[src/logic/st_mf_pkg.sv]
// package: register map, field layout and line-side carrier types of the multiframe buffer
package st_mf_pkg;

    // ****************************************************************
    // register indices (byte address is four times the index)
    // ****************************************************************
    localparam logic [5:0] IDX_CTRL   = 6'h10;  // multiframing control
    localparam logic [5:0] IDX_RX_Q   = 6'h12;  // rx_q_channel_data, read only
    localparam logic [5:0] IDX_TX_S   = 6'h13;  // tx_s_subchannel_data, write only
    localparam logic [5:0] IDX_EVT    = 6'h16;  // sticky event status, read only
    localparam logic [5:0] IDX_EVT_CL = 6'h17;  // event clear, write one to clear
    localparam logic [5:0] IDX_EVT_EN = 6'h18;  // event interrupt enable

    // ****************************************************************
    // field positions and widths
    // ****************************************************************
    localparam int          ADDR_W       = 8;
    localparam int          CTRL_MF_EN   = 0;    // multiframing_enable bit
    localparam int          EVT_S_RDY    = 0;    // s_data_ready_flag bit
    localparam int          EVT_NEW_Q    = 1;    // new_q_message_flag bit
    localparam int          EVT_W        = 2;
    localparam int          NIB_W        = 4;
    localparam int          NUM_SUB      = 5;
    localparam int          S_BITS       = NIB_W * NUM_SUB;
    localparam logic [2:0]  SUB_LAST     = 3'h5; // pointer value once all slots filled
    localparam logic [1:0]  Q_LAST_BIT   = 2'h3; // index of the fourth q bit

    // ****************************************************************
    // reset and fill values
    // ****************************************************************
    localparam logic [3:0]  Q_RESET      = 4'hf;
    localparam logic [3:0]  Q_DISABLED   = 4'hf;
    localparam logic [19:0] S_FILL       = 20'hfffff;
    localparam logic [1:0]  RESP_OKAY    = 2'h0;
    localparam logic [1:0]  RESP_SLVERR  = 2'h2;

    // ****************************************************************
    // line-side carriers
    // ****************************************************************
    typedef struct packed {
        logic strobe;  // one q bit is present this cycle
        logic first;   // this q bit is the first of a multiframe
        logic data;    // q bit value
    } q_line_t;

    typedef struct packed {
        logic mf_start; // outgoing multiframe begins, pulse
        logic req;      // line takes the next s bit, pulse
    } s_line_t;

endpackage : st_mf_pkg

[src/logic/st_multiframe_qs_buffer.sv]
// module: q-channel capture and s-subchannel transmit buffer with axi4-lite registers
//
// Function
// - with multiframing on, q register shows four q bits of latest complete multiframe
// - with multiframing off, all four q register bits read as one
// - new-q-message flag rises whenever a fresh q message is captured
// - first received q bit lands in bit 3, last in bit 0
// - with multiframing on, written nibbles go out on the five s subchannels
// - with multiframing off, outgoing s data bits are held at zero
// - with multiframing on, s-data-ready flag rises at each multiframe start, when the s register can take a new set
// - at most five nibbles per ready event, each to next free subchannel
// - subchannels left without written data send all ones
// - each s nibble goes out bit 3 first, bit 0 last
//
// Added by the designer: the AXI4-Lite interface to the registers.
`timescale 1ns/10ps
`default_nettype none

module st_multiframe_qs_buffer (
    // clock and reset
    input  wire  logic                          aclk,
    input  wire  logic                          aresetn,
    // axi4-lite write address
    input  wire  logic [st_mf_pkg::ADDR_W-1:0]  s_axi_awaddr,
    input  wire  logic [2:0]                    s_axi_awprot,
    input  wire  logic                          s_axi_awvalid,
    output logic                                s_axi_awready,
    // axi4-lite write data
    input  wire  logic [31:0]                   s_axi_wdata,
    input  wire  logic [3:0]                    s_axi_wstrb,
    input  wire  logic                          s_axi_wvalid,
    output logic                                s_axi_wready,
    // axi4-lite write response
    output logic [1:0]                          s_axi_bresp,
    output logic                                s_axi_bvalid,
    input  wire  logic                          s_axi_bready,
    // axi4-lite read address
    input  wire  logic [st_mf_pkg::ADDR_W-1:0]  s_axi_araddr,
    input  wire  logic [2:0]                    s_axi_arprot,
    input  wire  logic                          s_axi_arvalid,
    output logic                                s_axi_arready,
    // axi4-lite read data
    output logic [31:0]                         s_axi_rdata,
    output logic [1:0]                          s_axi_rresp,
    output logic                                s_axi_rvalid,
    input  wire  logic                          s_axi_rready,
    // line side, same clock domain
    input  wire  st_mf_pkg::q_line_t            q_line,
    input  wire  st_mf_pkg::s_line_t            s_line,
    output logic                                s_bit,
    // interrupt
    output logic                                irq
);

    // ****************************************************************
    // declarations
    // ****************************************************************
    logic                                mf_en_r;
    logic [3:0]                          q_shift_r;
    logic [1:0]                          q_cnt_r;
    logic [3:0]                          q_hold_r;
    logic [3:0]                          q_view;
    logic                                q_capture;
    logic [st_mf_pkg::S_BITS-1:0]        pend_r;
    logic [st_mf_pkg::S_BITS-1:0]        act_r;
    logic [st_mf_pkg::S_BITS-1:0]        act_nxt;
    logic [2:0]                          wr_ptr_r;
    logic                                s_bit_r;
    logic [st_mf_pkg::EVT_W-1:0]         evt_r;
    logic [st_mf_pkg::EVT_W-1:0]         evt_en_r;
    logic [st_mf_pkg::EVT_W-1:0]         evt_set;
    logic [st_mf_pkg::EVT_W-1:0]         evt_clr;
    logic                                aw_got_r;
    logic                                w_got_r;
    logic [5:0]                          aw_idx_r;
    logic [31:0]                         wdata_r;
    logic [3:0]                          wstrb_r;
    logic                                wr_fire;
    logic                                wr_lane0;
    logic                                wr_s_push;
    logic                                bvalid_r;
    logic [1:0]                          bresp_r;
    logic                                rvalid_r;
    logic [1:0]                          rresp_r;
    logic [31:0]                         rdata_r;
    logic [5:0]                          ar_idx;
    logic [31:0]                         rd_data;
    logic                                rd_hit;
    logic                                wr_hit;

    // ****************************************************************
    // axi4-lite write channel
    // ****************************************************************

    // address and data are taken in either order, one write at a time
    assign s_axi_awready = !aw_got_r && !bvalid_r;
    assign s_axi_wready  = !w_got_r && !bvalid_r;
    assign wr_fire       = aw_got_r && w_got_r && !bvalid_r;
    assign wr_lane0      = wr_fire && wstrb_r[0];
    assign s_axi_bvalid  = bvalid_r;
    assign s_axi_bresp   = bresp_r;

    // write address decode
    always_comb begin
        unique case (aw_idx_r)
            st_mf_pkg::IDX_CTRL,
            st_mf_pkg::IDX_RX_Q,
            st_mf_pkg::IDX_TX_S,
            st_mf_pkg::IDX_EVT,
            st_mf_pkg::IDX_EVT_CL,
            st_mf_pkg::IDX_EVT_EN: wr_hit = 1'b1;
            default:               wr_hit = 1'b0;
        endcase
    end

    // latch address and data, issue the response
    always_ff @(posedge aclk) begin
        if (!aresetn) begin
            aw_got_r <= 1'b0;
            w_got_r  <= 1'b0;
            aw_idx_r <= 6'h00;
            wdata_r  <= 32'h0000_0000;
            wstrb_r  <= 4'h0;
            bvalid_r <= 1'b0;
            bresp_r  <= st_mf_pkg::RESP_OKAY;
        end else begin
            if (s_axi_awvalid && s_axi_awready) begin
                aw_got_r <= 1'b1;
                aw_idx_r <= s_axi_awaddr[7:2];
            end
            if (s_axi_wvalid && s_axi_wready) begin
                w_got_r <= 1'b1;
                wdata_r <= s_axi_wdata;
                wstrb_r <= s_axi_wstrb;
            end
            if (wr_fire) begin
                aw_got_r <= 1'b0;
                w_got_r  <= 1'b0;
                bvalid_r <= 1'b1;
                bresp_r  <= wr_hit ? st_mf_pkg::RESP_OKAY : st_mf_pkg::RESP_SLVERR;
            end else if (bvalid_r && s_axi_bready) begin
                bvalid_r <= 1'b0;
            end
        end
    end

    // ****************************************************************
    // axi4-lite read channel
    // ****************************************************************
    assign s_axi_arready = !rvalid_r;
    assign s_axi_rvalid  = rvalid_r;
    assign s_axi_rdata   = rdata_r;
    assign s_axi_rresp   = rresp_r;
    assign ar_idx        = s_axi_araddr[7:2];

    // read mux, write-only registers read as zero
    always_comb begin
        rd_data = 32'h0000_0000;
        rd_hit  = 1'b1;
        unique case (ar_idx)
            st_mf_pkg::IDX_CTRL:   rd_data[st_mf_pkg::CTRL_MF_EN] = mf_en_r;
            st_mf_pkg::IDX_RX_Q:   rd_data[3:0] = q_view;
            st_mf_pkg::IDX_TX_S:   rd_data = 32'h0000_0000;
            st_mf_pkg::IDX_EVT:    rd_data[st_mf_pkg::EVT_W-1:0] = evt_r;
            st_mf_pkg::IDX_EVT_CL: rd_data = 32'h0000_0000;
            st_mf_pkg::IDX_EVT_EN: rd_data[st_mf_pkg::EVT_W-1:0] = evt_en_r;
            default:               rd_hit = 1'b0;
        endcase
    end

    // registered read answer
    always_ff @(posedge aclk) begin
        if (!aresetn) begin
            rvalid_r <= 1'b0;
            rdata_r  <= 32'h0000_0000;
            rresp_r  <= st_mf_pkg::RESP_OKAY;
        end else if (s_axi_arvalid && s_axi_arready) begin
            rvalid_r <= 1'b1;
            rdata_r  <= rd_data;
            rresp_r  <= rd_hit ? st_mf_pkg::RESP_OKAY : st_mf_pkg::RESP_SLVERR;
        end else if (rvalid_r && s_axi_rready) begin
            rvalid_r <= 1'b0;
        end
    end

    // ****************************************************************
    // control and enable registers
    // ****************************************************************
    always_ff @(posedge aclk) begin
        if (!aresetn) begin
            mf_en_r  <= 1'b0;
            evt_en_r <= '0;
        end else if (wr_lane0) begin
            if (aw_idx_r == st_mf_pkg::IDX_CTRL) begin
                mf_en_r <= wdata_r[st_mf_pkg::CTRL_MF_EN];
            end
            if (aw_idx_r == st_mf_pkg::IDX_EVT_EN) begin
                evt_en_r <= wdata_r[st_mf_pkg::EVT_W-1:0];
            end
        end
    end

    // ****************************************************************
    // receive q channel
    // ****************************************************************

    // fourth q bit of a multiframe completes the message
    assign q_capture = mf_en_r && q_line.strobe && !q_line.first
                       && (q_cnt_r == st_mf_pkg::Q_LAST_BIT);

    // shift order, first bit ends in bit 3
    always_ff @(posedge aclk) begin
        if (!aresetn) begin
            q_shift_r <= st_mf_pkg::Q_RESET;
            q_cnt_r   <= 2'h0;
        end else if (q_line.strobe) begin
            q_shift_r <= {q_shift_r[2:0], q_line.data};
            q_cnt_r   <= q_line.first ? 2'h1 : 2'(q_cnt_r + 2'h1);
        end
    end

    // hold latest complete message, overwritten by the next one
    always_ff @(posedge aclk) begin
        if (!aresetn) begin
            q_hold_r <= st_mf_pkg::Q_RESET;
        end else if (q_capture) begin
            q_hold_r <= {q_shift_r[2:0], q_line.data};
        end
    end

    // forced ones while multiframing is off
    assign q_view = mf_en_r ? q_hold_r : st_mf_pkg::Q_DISABLED;

    // ****************************************************************
    // transmit s subchannels
    // ****************************************************************

    // nibbles only accepted while on and a slot is free
    assign wr_s_push = wr_lane0 && (aw_idx_r == st_mf_pkg::IDX_TX_S) && mf_en_r
                       && (s_line.mf_start || (wr_ptr_r != st_mf_pkg::SUB_LAST));

    // successive nibbles fill the next free slot
    // untouched slots keep the all-ones fill
    // pointer restarts when a new set is taken
    always_ff @(posedge aclk) begin
        if (!aresetn) begin
            pend_r   <= st_mf_pkg::S_FILL;
            wr_ptr_r <= 3'h0;
        end else if (s_line.mf_start && mf_en_r) begin
            pend_r   <= st_mf_pkg::S_FILL;
            wr_ptr_r <= 3'h0;
            if (wr_s_push) begin
                pend_r[19:16] <= wdata_r[3:0];
                wr_ptr_r      <= 3'h1;
            end
        end else if (wr_s_push) begin
            pend_r[5'd19 - {wr_ptr_r, 2'b00} -: 4] <= wdata_r[3:0];
            wr_ptr_r <= 3'(wr_ptr_r + 3'h1);
        end
    end

    // multiframe start hands the pending set to the line
    assign act_nxt = (s_line.mf_start && mf_en_r) ? pend_r : act_r;

    // zero on the line while multiframing is off
    always_ff @(posedge aclk) begin
        if (!aresetn) begin
            act_r   <= st_mf_pkg::S_FILL;
            s_bit_r <= 1'b0;
        end else if (!mf_en_r) begin
            act_r   <= st_mf_pkg::S_FILL;
            s_bit_r <= 1'b0;
        end else if (s_line.req) begin
            s_bit_r <= act_nxt[19];
            act_r   <= {act_nxt[18:0], 1'b1};
        end else begin
            act_r   <= act_nxt;
        end
    end

    assign s_bit = s_bit_r;

    // ****************************************************************
    // events and interrupt
    // ****************************************************************
    assign evt_set[st_mf_pkg::EVT_NEW_Q] = q_capture;
    assign evt_set[st_mf_pkg::EVT_S_RDY] = s_line.mf_start && mf_en_r;
    assign evt_clr = (wr_lane0 && aw_idx_r == st_mf_pkg::IDX_EVT_CL)
                     ? wdata_r[st_mf_pkg::EVT_W-1:0] : '0;

    // sticky flags, set wins over clear
    always_ff @(posedge aclk) begin
        if (!aresetn) begin
            evt_r <= '0;
        end else begin
            evt_r <= (evt_r & ~evt_clr) | evt_set;
        end
    end

    assign irq = |(evt_r & evt_en_r);

    // ****************************************************************
    // assertions
    // ****************************************************************
    a_q_forced_ones: assert property (@(posedge aclk) disable iff (!aresetn)
        !mf_en_r |-> q_view == 4'hf)
        else $error("q register not all ones while multiframing off");

    a_q_bit_order: assert property (@(posedge aclk) disable iff (!aresetn)
        q_capture |=> q_hold_r == {$past(q_shift_r[2:0]), $past(q_line.data)})
        else $error("q bits captured in wrong order");

    a_q_latest_msg: assert property (@(posedge aclk) disable iff (!aresetn)
        mf_en_r && !q_capture |=> q_hold_r == $past(q_hold_r))
        else $error("q register changed without a complete message");

    a_new_q_flag: assert property (@(posedge aclk) disable iff (!aresetn)
        q_capture |=> evt_r[st_mf_pkg::EVT_NEW_Q])
        else $error("new q flag not raised on capture");

    a_s_ready_flag: assert property (@(posedge aclk) disable iff (!aresetn)
        s_line.mf_start && mf_en_r |=> evt_r[st_mf_pkg::EVT_S_RDY])
        else $error("s ready flag not raised at multiframe start");

    a_ptr_restart: assert property (@(posedge aclk) disable iff (!aresetn)
        s_line.mf_start && mf_en_r && !wr_s_push |=> wr_ptr_r == 3'h0)
        else $error("s write pointer did not restart");

    a_five_max: assert property (@(posedge aclk) disable iff (!aresetn)
        wr_ptr_r == 3'h5 && !s_line.mf_start |=> wr_ptr_r == 3'h5 && pend_r == $past(pend_r))
        else $error("more than five nibbles accepted");

    a_pad_ones: assert property (@(posedge aclk) disable iff (!aresetn)
        s_line.mf_start && mf_en_r && !wr_s_push |=> pend_r == 20'hfffff)
        else $error("empty subchannels not filled with ones");

    a_s_zero_off: assert property (@(posedge aclk) disable iff (!aresetn)
        !mf_en_r |=> !s_bit_r)
        else $error("s bit not zero while multiframing off");

    a_s_msb_first: assert property (@(posedge aclk) disable iff (!aresetn)
        mf_en_r && s_line.req && !s_line.mf_start |=> s_bit_r == $past(act_r[19]))
        else $error("s bit not taken from the nibble msb");

    a_irq_level: assert property (@(posedge aclk) disable iff (!aresetn)
        q_capture && evt_en_r[st_mf_pkg::EVT_NEW_Q] && !wr_lane0 |=> irq)
        else $error("interrupt not raised by an enabled new q flag");

endmodule : st_multiframe_qs_buffer

`default_nettype wire

[config.mk]
export PLATFORM = sky130hd
export DESIGN_NAME = st_multiframe_qs_buffer
export DESIGN_NICKNAME = d
export VERILOG_FILES = /design/src/logic/st_mf_pkg.sv /design/src/logic/st_multiframe_qs_buffer.sv
export SDC_FILE = /design/constraint.sdc
export NUM_CORES = 1
export LEC_CHECK = 0
export ABC_AREA = 1
export BUFFER_PORTS_ARGS = -buffer_cell sky130_fd_sc_hd__buf_2
export CORE_ASPECT_RATIO = 1.4
export CORE_MARGIN = 2
export CORE_UTILIZATION = 47
export CTS_CLUSTER_DIAMETER = 40
export DETAILED_ROUTE_END_ITERATION = 10
export PLACE_DENSITY = 0.88
export SKIP_CTS_REPAIR_TIMING = 1
export SLEW_MARGIN = 10
export SYNTH_ARGS = -nofsm -noshare
export SYNTH_HDL_FRONTEND = slang
export SYNTH_SLANG_ARGS = --single-unit
[constraint.sdc]
create_clock -name aclk -period 1.8 [get_ports aclk]
set_input_delay 0.09 -clock aclk [delete_from_list [all_inputs] [get_ports aclk]]
set_output_delay 0.09 -clock aclk [all_outputs]
set_load 0.02 [all_outputs]
# == Word-level counts from Yosys, hierarchy flattened ==
# Index checks and enable logic that the tools add are counted.
# word_totals
regBits,81
input_bits,70
out_inout_bits,43
# op_classes
add_sub_neg,4
eq_ne,14
shifts,2
n_mux,23
bitwise,6
n_reduce_logical,36
# ops
op,count
$mux W20,4
$eq A6 B5 Y1 const B,12
$shift A4 B7 Y23 const A,1
$shiftx A4 B7 Y23,1
$bwmux W20,1
$logic_and A1 B1 Y1,18
$reduce_or A6 Y1,2
$mux W2,5
$mux W4,2
$mux W1,7
$neg A5 Y7,1
$mux W3,2
$reduce_and A2 Y1,3
$reduce_bool A2 Y1,3
$reduce_or A2 Y1,3
$logic_not A1 Y1,5
$sub A5 B5 Y5 const A,1
$and A2 B2 Y2,2
$pmux W1 S4,1
$add A3 B1 Y3 const B,1
$ne A3 B3 Y1 const B,1
$pmux W1 S3,1
$reduce_or A3 Y1,1
$add A2 B1 Y2 const B,1
5 further kinds,6

# == Longest topological paths before layout ==
# Gate-level depths: netlist of run 1.
# depth
ltp_word,8
mapped_depth,11
depth_no_buf,10

# == Worst setup path after synthesis of run 1 ==
# No wires, ideal clock.
# synth_path
kind,reg-to-reg
start,register wr_ptr_r[0]
end,register pend_r[18] in the netlist's numbering
setup_time_ns,0.135
arrival_ns,1.558
required_time_ns,1.665
slack_ns,0.108
path_stages_with_launch,9
n_path_buf,1
cell_sequence,dfxtp_1 -> inv_1 -> ha_1 -> buf_2 -> clkinv_1 -> nand3_1 -> nor2_1 -> nand4_1 -> nand4_1
# synth_between
elab_chain_len,6
elab_cells_between_ends,12
cone_classes,add/sub: 2; eq/ne: 1; shift: 2; mux: 4; reduce/logical: 3
# synth_rtl
element,line,text
"start, declared",st_multiframe_qs_buffer.sv:67,logic [2:0] wr_ptr_r;
"start signal, assigned",st_multiframe_qs_buffer.sv:258,wr_ptr_r <= 3'(wr_ptr_r + 3'h1);
$sub A5 B5 Y5,st_multiframe_qs_buffer.sv:257,"pend_r[5'd19 - {wr_ptr_r, 2'b00} -: 4] <= wdata_r[3:0];"
$neg A5 Y7,st_multiframe_qs_buffer.sv:257,
$shiftx A4 B7 Y23 or $shift A4 B7 Y23 (tied branches),st_multiframe_qs_buffer.sv:257,
$bwmux W20,st_multiframe_qs_buffer.sv:257,
$mux W20,st_multiframe_qs_buffer.sv:256,end else if (wr_s_push) begin
$mux W20,st_multiframe_qs_buffer.sv:249,end else if (s_line.mf_start && mf_en_r) begin
"end signal, assigned",st_multiframe_qs_buffer.sv:247,pend_r <= st_mf_pkg::S_FILL;
"end signal, assigned",st_multiframe_qs_buffer.sv:250,pend_r <= st_mf_pkg::S_FILL;
"end signal, assigned by index",st_multiframe_qs_buffer.sv:257,
"end, declared",st_multiframe_qs_buffer.sv:64,logic [st_mf_pkg::S_BITS-1:0] pend_r;
# Several ways; a longest one is shown, not always the timed one. The select of a mux whose other input is x is not followed.
# A chain may end at the register's enable or synchronous reset.

# == Worst setup path after layout of run 1 ==
# layout_path
start,register wr_ptr_r[1]
end,register pend_r[11] in the netlist's numbering
# layout_between
elab_chain_len,4
elab_cells_between_ends,8
cone_classes,add/sub: 2; eq/ne: 1; shift: 2; mux: 1; reduce/logical: 2
# layout_rtl
element,line
$sub A5 B5 Y5,st_multiframe_qs_buffer.sv:257
$neg A5 Y7,st_multiframe_qs_buffer.sv:257
$shiftx A4 B7 Y23 or $shift A4 B7 Y23 (tied branches),st_multiframe_qs_buffer.sv:257
$bwmux W20,st_multiframe_qs_buffer.sv:257
# Several ways; a longest one is shown, not always the timed one.

==> metrics.cfg, run 1 <==
[setup_path]
critical-path-slowest-cell = dfxtp_2
end_kind = register
crit_required_ns = 2.03
cp_cell_sequence = inv_2 > ha_1 > nand3_1 > nand2_1 > nor2_4 > nand2_4 > inv_1 > buf_4 > nand2_2 > nand2_1 > nand3_1
r2r-start = wr_ptr_r[1]
cp.arrival_ns = 1.88
crit_type = register to register
r2r_end = pend_r[11]
crit_start = wr_ptr_r[1]
ff2ff_path_depth = 11
critPathMaxStageDelay_ns = 0.34
cp_max_fo = 11
startpoint_type = register
r2r_slack_ns = 0.15

[clocking]
cts_buffer_depth = 2
cts-buffers-inserted = 9
insertion_delay_ns = 0.34
clock_sinks = 79
htreeDepth = 3
path_clk_slew_ns = 0.06
root_buffer = clkbuf_16
cts_tree = done

[synth]
yosys_warnings = 0
syn_area_per_cell_um2 = 7.00
synth_edf_count = 0
ys_types = 29
ys_seq_elements = 79
synth_top_area_share_pct = 41.0
async_flop_share_pct = 0
yosysSeqAreaShare_pct = 41.0
postSynthCellCount = 551
synth_flop_cell = dfxtp_1
synth_area_mm2 = 0.00386
yosysTopAreaCell = dfxtp_1
synthTopCellsByArea = dfxtp_1 41%, nand2_1 13%, nand3_1 8.3%

[floorplan]
floorplan.initialDensity_pct = 47.9
die_h_um = 111
rows = 39
die_w_um = 80.6
design.die.area_mm2 = 0.00896
coreArea_mm2 = 0.00805
io_pins = 113

[route]
wire_per_inst_um = 11.5
drc_errors = 0
dr.pass1.iters = 4
via_count = 3494
wirelength_um = 8090
first_iter_violations = 185
antenna_left = 0
vias_per_cell = 4.98

[placed_design]
placed_area_mm2 = 0.00406
dp_hpwl_um = 5920
dp.cells = 685
gp_congestion = 0.920
port_buffers = 41
place_ws_ns = 0.0152

[global_route]
grt_pass1_vias = 3354
grt_pass1_wl_um = 13800
grt_usage_pct = 19.2
grt_overflow = 0
grt_max_degree = 27
antenna_found_initial = 0

[timing]
whs_ns = -0.00655
setup_viol = 0
period_share_pct = 91.9
fin_tns_setup_ns = 0
rsz0062_at_grt = false
period_minus_slack_ns = 1.65
postLayoutSetupSlackWorst_ns = 0.146
fmax_mhz = 605
drv_slew = 0
fin_skew_ns = 0.00497
hold_viol = 1

[power_and_ir_drop]
ir_drop_v = 0.000617
powerDensity_mw_per_mm2 = 888
total_power_mw = 3.88
p_leak_nw = 2.04

[layout]
nets = 672
stdcell_count = 702
final_area_mm2 = 0.00437
nFillCells = 743
fin_util_pct = 54.2
area_delta_synth_final_pct = 13.2
drive_gt1_share_pct = 14.7
diodes = 0

[worst_hold_path]
hold_depth = 3
holdCritStartpoint = s_line[0]
hold_class = primary input to register
whs_endpoint = act_r[0]

[outcome]
status = finished, violations left
failed_checks = negative hold slack

[run]
drv_cap = 0

report_power, final:
group          leakage [nW]  switching (mW)  internal, mW
registers             0.644          0.0389          1.80
clock network         0.127           0.717          1.01
logic                  1.27           0.226        0.0896
logic make-up after synthesis:
kind of cell / Yosys count / synth area share (%)
simple gates: 274 / 30.9
other cells: 1 / 0.0972
fa+ha+maj: 7 / 2.27
compound gates: 74 / 10.5
xor+xnor: 1 / 0.422
flops: 79 / 41.0
buf+inv: 115 / 14.8
worst max path at each step:
| stage | to | slack [ns] | cells after the start |
|---|---|---|---|
| 6_report | pend_r[11] | 0.15 | 11 |
| 3_3_place_gp | pend_r[9] | 0.09 | 11 |
| 2_1_floorplan | pend_r[18] | 0.11 | 8 |
| 5_1_grt | pend_r[9] | 0.02 | 11 |
| 4_1_cts | pend_r[9] | 0.007 | 11 |
| 3_5_place_dp | pend_r[11] | 0.02 | 11 |
routing by layer:
metal / routed length [um] / vias to the layer above / track usage (%)
met4: 237 / 0 / 9.27
met1: 3290 / 1584 / 20.3
li1: - / 1800 / -
met3: 378 / 20 / 5.29
met2: 4190 / 90 / 34.1
met5: 0 / - / 0
registers in the layout (all words and copies together) (netlist names), 2 cells and up:
name,cells
evt_en_r,2
q_cnt_r,2
aw_idx_r,6
act_r,20
s_axi_rdata,4
q_hold_r,4
wr_ptr_r,3
wdata_r,4
pend_r,20
q_shift_r,3
evt_r,2
cell usage in the layout (no fill, tap or decap), types with 9 or more instances in the layout:
cell,synthesis,final
buf_2,10,41
clkbuf_16,0,9
nand2_1,133,133
nor2_1,49,49
dfxtp_1,79,78
o22ai_1,19,19
a21oi_1,22,22
nand3_1,64,64
o21ai_0,29,29
inv_1,63,62
conb_1,1,30
buf_4,30,10
cells in the mapped netlist (2+ instances only):
cell        n
clkbuf_1    6
a21oi_1    22
nor2_2      6
nand4_1     7
o22ai_1    19
buf_6       2
nor2_4      2
nor2_1     49
inv_2       3
dfxtp_1    79
ha_1        7
nand2_2     4
buf_4      30
buf_2      10
nand2_1   133
or2_2       2
o21ai_0    29
nand3_1    64
inv_1      63
nor3_1      5
final cells by class:
class                           count  area [um^2]  area share (%)
Inverter                           67          255            5.85
Clock buffer                       12          256            5.87
Sequential cell                    79         1580            36.2
Tap cell                          102          128            2.92
Timing Repair Buffer               52          290            6.65
Multi-Input combinational cell    386         1820            41.8
Clock inverter                      4         30.0           0.688
worst max-delay path: cells and delay by family, from the launching register on:
| family | cells | cell delay, ns |
|---|---|---|
| AND/OR/NAND/NOR | 7 | 0.66 |
| adder cells (fa/ha/maj) | 1 | 0.18 |
| buffers and inverters | 3 | 0.34 |
| flip-flops | 1 | 0.34 |
Note: power is estimated with default switching activity, not from simulation.
==> run 2: changes to the inputs <==
Settings changed: BUFFER_PORTS_ARGS -buffer_cell sky130_fd_sc_hd__buf_2 to -buffer_cell sky130_fd_sc_hd__buf_4.
==> run 2 against run 1 <==
Compared with the run above:
- the flow now finishes without violations
- fmax shrank 0.43%
- via count rose by 2.1%
- wire length rose by 2.5%
==> metrics.cfg, run 2 (synthesized netlist as in run 1, its figures left out) <==
[outcome]
status = completed

[global_route]
grt_pass1_wl_um = 13500
grt_max_degree = 27
grt_overflow = 0
grt_usage_pct = 18.9
antenna_found_initial = 0
grt_pass1_vias = 3251

[route]
drc_errors = 0
via_count = 3566
dr.pass1.iters = 5
antenna_left = 0
vias_per_cell = 5.04
first_iter_violations = 159
wirelength_um = 8290
wire_per_inst_um = 11.7

[power_and_ir_drop]
p_int_mw = 3.21
power_frac_comb_pct = 8.2
total_power_mw = 4.17
p_switching_mw = 0.960
ir_drop_v = 0.000778
sw_frac_of_total_pct = 23.0
power_frac_seq_pct = 44.1
p_clk_share_pct = 47.7
p_leak_nw = 2.12
powerDensity_mw_per_mm2 = 912

[timing]
relSlewSlack_pct = 66.7
hold_viol = 0
drv_slew = 0
tightest_slew_ns = 0.497
whs_ns = 0.00300
setup_viol = 0
postLayoutSetupSlackWorst_ns = 0.139
rsz0062_at_grt = false
period_minus_slack_ns = 1.66
fmax_mhz = 602
fin_tns_setup_ns = 0
period_share_pct = 92.3
fin_skew_ns = 0.00854

[layout]
fin_util_pct = 56.7
mostFrequentLayoutCell = nand2_1
diodes = 0
final_cell_mix = 133 x nand2_1, 78 x dfxtp_1, 64 x nand3_1, 62 x inv_1, 55 x buf_4
biggestRegsByFlops = act_r: 20 flops, pend_r: 20 flops, aw_idx_r: 6 flops
nets = 677
drive_gt1_share_pct = 15.4
area_delta_synth_final_pct = 18.4

[setup_path]
critPathTopFamily = simple AND/OR/NAND/NOR gates
r2r_end = pend_r[10]
cp_cell_sequence = inv_1 > ha_1 > xnor2_2 > inv_2 > nor2_2 > nand2_2 > nand2_1 > nand3_1
critPathMaxStageDelay_ns = 0.38
cp.arrival_ns = 1.88
cp_max_fo = 8
end_kind = register
crit_required_ns = 2.01
startpoint_type = register
r2r-start = wr_ptr_r[0]
crit_type = register to register
ff2ff_path_depth = 8
crit_buf_inv = 2
critical-path-slowest-cell = dfxtp_1
r2r_slack_ns = 0.14

[floorplan]
io_pins = 113
coreArea_mm2 = 0.00805
floorplan.initialDensity_pct = 47.9
rows = 39
die_h_um = 111
design.die.area_mm2 = 0.00896
die_w_um = 80.6

[run]
drv_cap = 0

[worst_hold_path]
whs_endpoint = act_r[0]
hold_depth = 3
hold_class = primary input to register
holdCritStartpoint = s_line[0]

[clocking]
root_buffer = clkbuf_16
clock_sinks = 79
cts_buffer_depth = 2
cts_tree = done
path_clk_slew_ns = 0.06
cts-buffers-inserted = 9
insertion_delay_ns = 0.34
htreeDepth = 3

[placed_design]
place_ws_ns = 0.107
dp_hpwl_um = 6030
port_buffers = 41
gp_congestion = 0.915

==> run 2: changes by cell type in the layout (fill, tap and decap cells not counted), sizes merged <==
cell and delta:
clkinvlp -4, bufinv +2, buf +5, clkinv +2
==> run 2: how the worst max path moves through the flow <==
stage | cells past startpoint | slack [ns] | startpoint | to
2_1_floorplan | 8 | 0.11 | wr_ptr_r[0] | pend_r[18]
3_3_place_gp | 11 | 0.18 | wr_ptr_r[1] | pend_r[4]
3_5_place_dp | 11 | 0.11 | wr_ptr_r[1] | pend_r[5]
4_1_cts | 11 | 0.09 | wr_ptr_r[1] | pend_r[7]
5_1_grt | 8 | 0.02 | wr_ptr_r[0] | pend_r[11]
6_report | 8 | 0.14 | wr_ptr_r[0] | pend_r[10]
==> run 2: worst reg2reg max path: cells and delay by family, from the launching register on <==
family,cells,cell delay (ns)
buffers and inverters,2,0.24
flip-flops,1,0.38
XOR/XNOR,1,0.26
AND/OR/NAND/NOR,4,0.44
adder cells (fa/ha/maj),1,0.23
==> run 2: power groups by stage <==
stage / Sequential [mW] / Combinational, mW / Clock, mW
global placement: 1.87 / 0.326 / 0
finish: 1.84 / 0.342 / 1.99
CTS: 1.84 / 0.338 / 2.02
detailed placement: 1.87 / 0.335 / 0
global route: 1.84 / 0.379 / 2.08
floorplan: 1.88 / 0.258 / 0
==> run 2: routing by layer <==
metal / share of wire, % / global-route usage [%] / up-vias
li1: - / - / 1810
met1: 40 / 19.6 / 1600
met2: 51 / 33.3 / 130
met3: 5.4 / 5.13 / 26
met4: 3.7 / 10.4 / 0
met5: 0 / 0 / -
==> run 2: final cells by class <==
cell class                 count  area [um^2]
sequential                    79         1580
clock inverter                 4         77.6
timing repair buffer          57          443
multi-input combinational    386         1820
tap                          102          128
clock buffer                  12          256
fill                         714         3480
inverter                      67          255
==> run 2: stage by stage <==
| stage | instances | cell area (um^2) |
|---|---|---|
| 3_3_place_gp | 686 | 4180 |
| 5_1_grt | 707 | 4570 |
| 3_5_place_dp | 686 | 4180 |
| 2_1_floorplan | 580 | 3970 |
| 4_1_cts | 702 | 4510 |
| 6_report | 707 | 4570 |
==> run 3: changes to the inputs <==
Settings changed: ABC_AREA 1 to not set, CORE_UTILIZATION 47 to 46.
==> run 3 against run 2 <==
Compared with the run above:
- power shrank 18%
- sequential share of layout area grew 0.57 points
- the flow now finishes with violations (negative hold slack, negative setup slack)
- combinational power shrank 2%
- clock skew grew 0.0023 ns
- global-route usage shrank 1.2 points
- highest routed layer unchanged
- sequential power is essentially flat
- first-iteration DRC count shrank 43%
- critical endpoint is now wr_ptr_r[2]
- fmax shrank 9.7%
- largest cell class unchanged
==> metrics.cfg, run 3 <==
[outcome]
status = finished, violations left
failed_checks = negative hold slack, negative setup slack

[placed_design]
dp.cells = 548
port_buffers = 41
placed_area_mm2 = 0.00413
dp_hpwl_um = 5660
gp_congestion = 0.904

[timing]
period_minus_slack_ns = 1.84
postLayoutSetupSlackWorst_ns = -0.0400
setup_viol = 1
period_share_pct = 102
whs_ns = -0.0135
relSlewSlack_pct = 66.6
fin_skew_ns = 0.0109
drv_slew = 0
fmax_mhz = 543
hold_viol = 2
tightest_slew_ns = 0.494
rsz0062_at_grt = true

[layout]
fin_util_pct = 57.6
nets = 549
area_delta_synth_final_pct = 20.5
final_area_mm2 = 0.00449
diodes = 0
drive_gt1_share_pct = 19.7
mostFrequentLayoutCell = dfxtp_1
final_cell_mix = 78 x dfxtp_1, 60 x buf_4, 40 x mux2i_1, 30 x conb_1, 26 x nor2_1
stdcell_count = 577
nFillCells = 657
biggestRegsByFlops = act_r: 20 flops, pend_r: 20 flops, aw_idx_r: 6 flops

[floorplan]
die_w_um = 80.1
io_pins = 113
design.die.area_mm2 = 0.00885
floorplan.initialDensity_pct = 47.8
die_h_um = 111
rows = 38
coreArea_mm2 = 0.00780

[route]
wl_met1_um = 2980
top_layer = met4
dr_wl_met2_um = 4280
wirelength_um = 7790
vias_per_cell = 5.29
via_count = 3054
first_iter_violations = 91
wl_met3_um = 279
drc_errors = 0
wire_per_inst_um = 13.5
antenna_left = 0
dr.pass1.iters = 4

[setup_path]
cp_cell_sequence = inv_2 > ha_4 > and3b_2 > or4_4 > or3_4 > a21oi_2
end_kind = register
critPathMaxStageDelay_ns = 0.53
crit_type = register to register
critPathTopFamily = simple AND/OR/NAND/NOR gates
critical-path-slowest-cell = or4_4
crit_buf_inv = 1
cp.arrival_ns = 2.14
cp_max_fo = 3
crit_required_ns = 2.10
startpoint_type = register

[synth]
synth_edf_count = 0
yosys_warnings = 0
synth_area_mm2 = 0.00373
ys_types = 49
ys_seq_elements = 79
synthTopCellsByArea = dfxtp_1 42%, mux2i_1 11%, buf_4 6.0%
async_flop_share_pct = 0
yosysTopAreaCell = dfxtp_1
synth_flop_cell = dfxtp_1
yosysMostFrequentCell = dfxtp_1
postSynthCellCount = 407
synth_commonest_cells = 79 x dfxtp_1, 40 x mux2i_1, 30 x buf_4, 27 x nor2_1, 25 x inv_1
syn_area_per_cell_um2 = 9.16
yosysSeqAreaShare_pct = 42.4
synth_top_area_share_pct = 42.4

[clocking]
cts_buffer_depth = 2
root_buffer = clkbuf_8
path_clk_slew_ns = 0.08
htreeDepth = 3
cts_tree = done
insertion_delay_ns = 0.36
cts-buffers-inserted = 9
clock_sinks = 79

[global_route]
grt_usage_pct = 17.7
grt_overflow = 0
grt_pass1_wl_um = 12600
antenna_found_initial = 0
grt_max_degree = 22
grt_pass1_vias = 2854

[run]
drv_cap = 0

[power_and_ir_drop]
p_leak_nw = 2.16
p_int_mw = 2.58
total_power_mw = 3.42
power_frac_seq_pct = 53.2
p_switching_mw = 0.841
p_clk_share_pct = 37.0
ir_drop_v = 0.000678
sw_frac_of_total_pct = 24.6
powerDensity_mw_per_mm2 = 760
power_frac_comb_pct = 9.8

[worst_hold_path]
hold_class = primary input to register

-- run 3: cell types whose count changed in the layout (fill, tap and decap cells not counted), sizes merged, moves of 12 or more --
cell,before,now
a31oi,0,18
o21ai,29,17
and3,0,17
nand3,64,3
mux2i,0,40
o22ai,19,1
nor2,57,27
inv,66,25
nand2,137,21
a22oi,0,20
-- run 3: worst reg2reg max path: stages, from the launching register on --
cell and delay, ns:
dfxtp_2 0.34, inv_2 0.05, ha_4 0.15, and3b_2 0.20, or4_4 0.53, or3_4 0.38, a21oi_2 0.13
-- run 3: cell families after synthesis --
kind of cell	synth area share (%)
adder cells (fa/ha/maj)	2.35
XOR/XNOR	0.470
flip-flops	42.4
AND/OR/NAND/NOR	17.9
buffers and inverters	10.5
other	0.101
AO/OA/AOI/OAI	15.5
multiplexers	10.7
-- run 3: area by class of cell --
class                      instances  area, um^2  share of cell area, %
clock buffer                      14         183                   4.07
clock inverter                     2        12.5                  0.278
inverter                          26        97.6                   2.17
multi-input combinational        283        1900                   42.3
sequential                        79        1580                   35.2
tap                              100         125                   2.78
timing repair buffer              73         592                   13.2
-- run 3: metal layers --
layer / vias up / global-route usage (%)
li1: 1512 / -
met1: 1440 / 18.5
met2: 80 / 32.3
met3: 22 / 3.51
met4: 0 / 8.93
met5: - / 0
-- run 3: through the flow --
step | worst slack (ns) | hold WS, ns | TNS (ns)
3_3_place_gp | 0.0551 | 0.313 | 0
5_1_grt | -0.0788 | 0.000249 | -0.155
3_5_place_dp | -0.00217 | 0.323 | -0.00217
4_1_cts | -0.0324 | -0.0509 | -0.0324
2_1_floorplan | 0.0210 | 0.215 | 0
6_report | -0.0400 | -0.0135 | -0.0400
-- run 3: worst paths after layout --
| path | startpoint | to | slack (ns) | depth (start not counted) |
|---|---|---|---|---|
| worst min register to register | s_axi_rdata[3] | s_axi_rdata[3] | 0.45 | 2 |
| worst max register to register | wr_ptr_r[1] | wr_ptr_r[2] | -0.04 | 6 |
| worst max-delay path | wr_ptr_r[1] | wr_ptr_r[2] | -0.04 | 6 |
| worst min-delay path | s_axi_bready | s_axi_bvalid | -0.01 | 3 |
-- run 3: power by group through the flow --
stage          Sequential, mW  Clock (mW)  Combinational (mW)
5_1_grt                  1.82        1.36               0.367
3_3_place_gp             1.85           0               0.302
2_1_floorplan            1.85           0               0.245
3_5_place_dp             1.86           0               0.312
6_report                 1.82        1.26               0.335
4_1_cts                  1.82        1.27               0.313
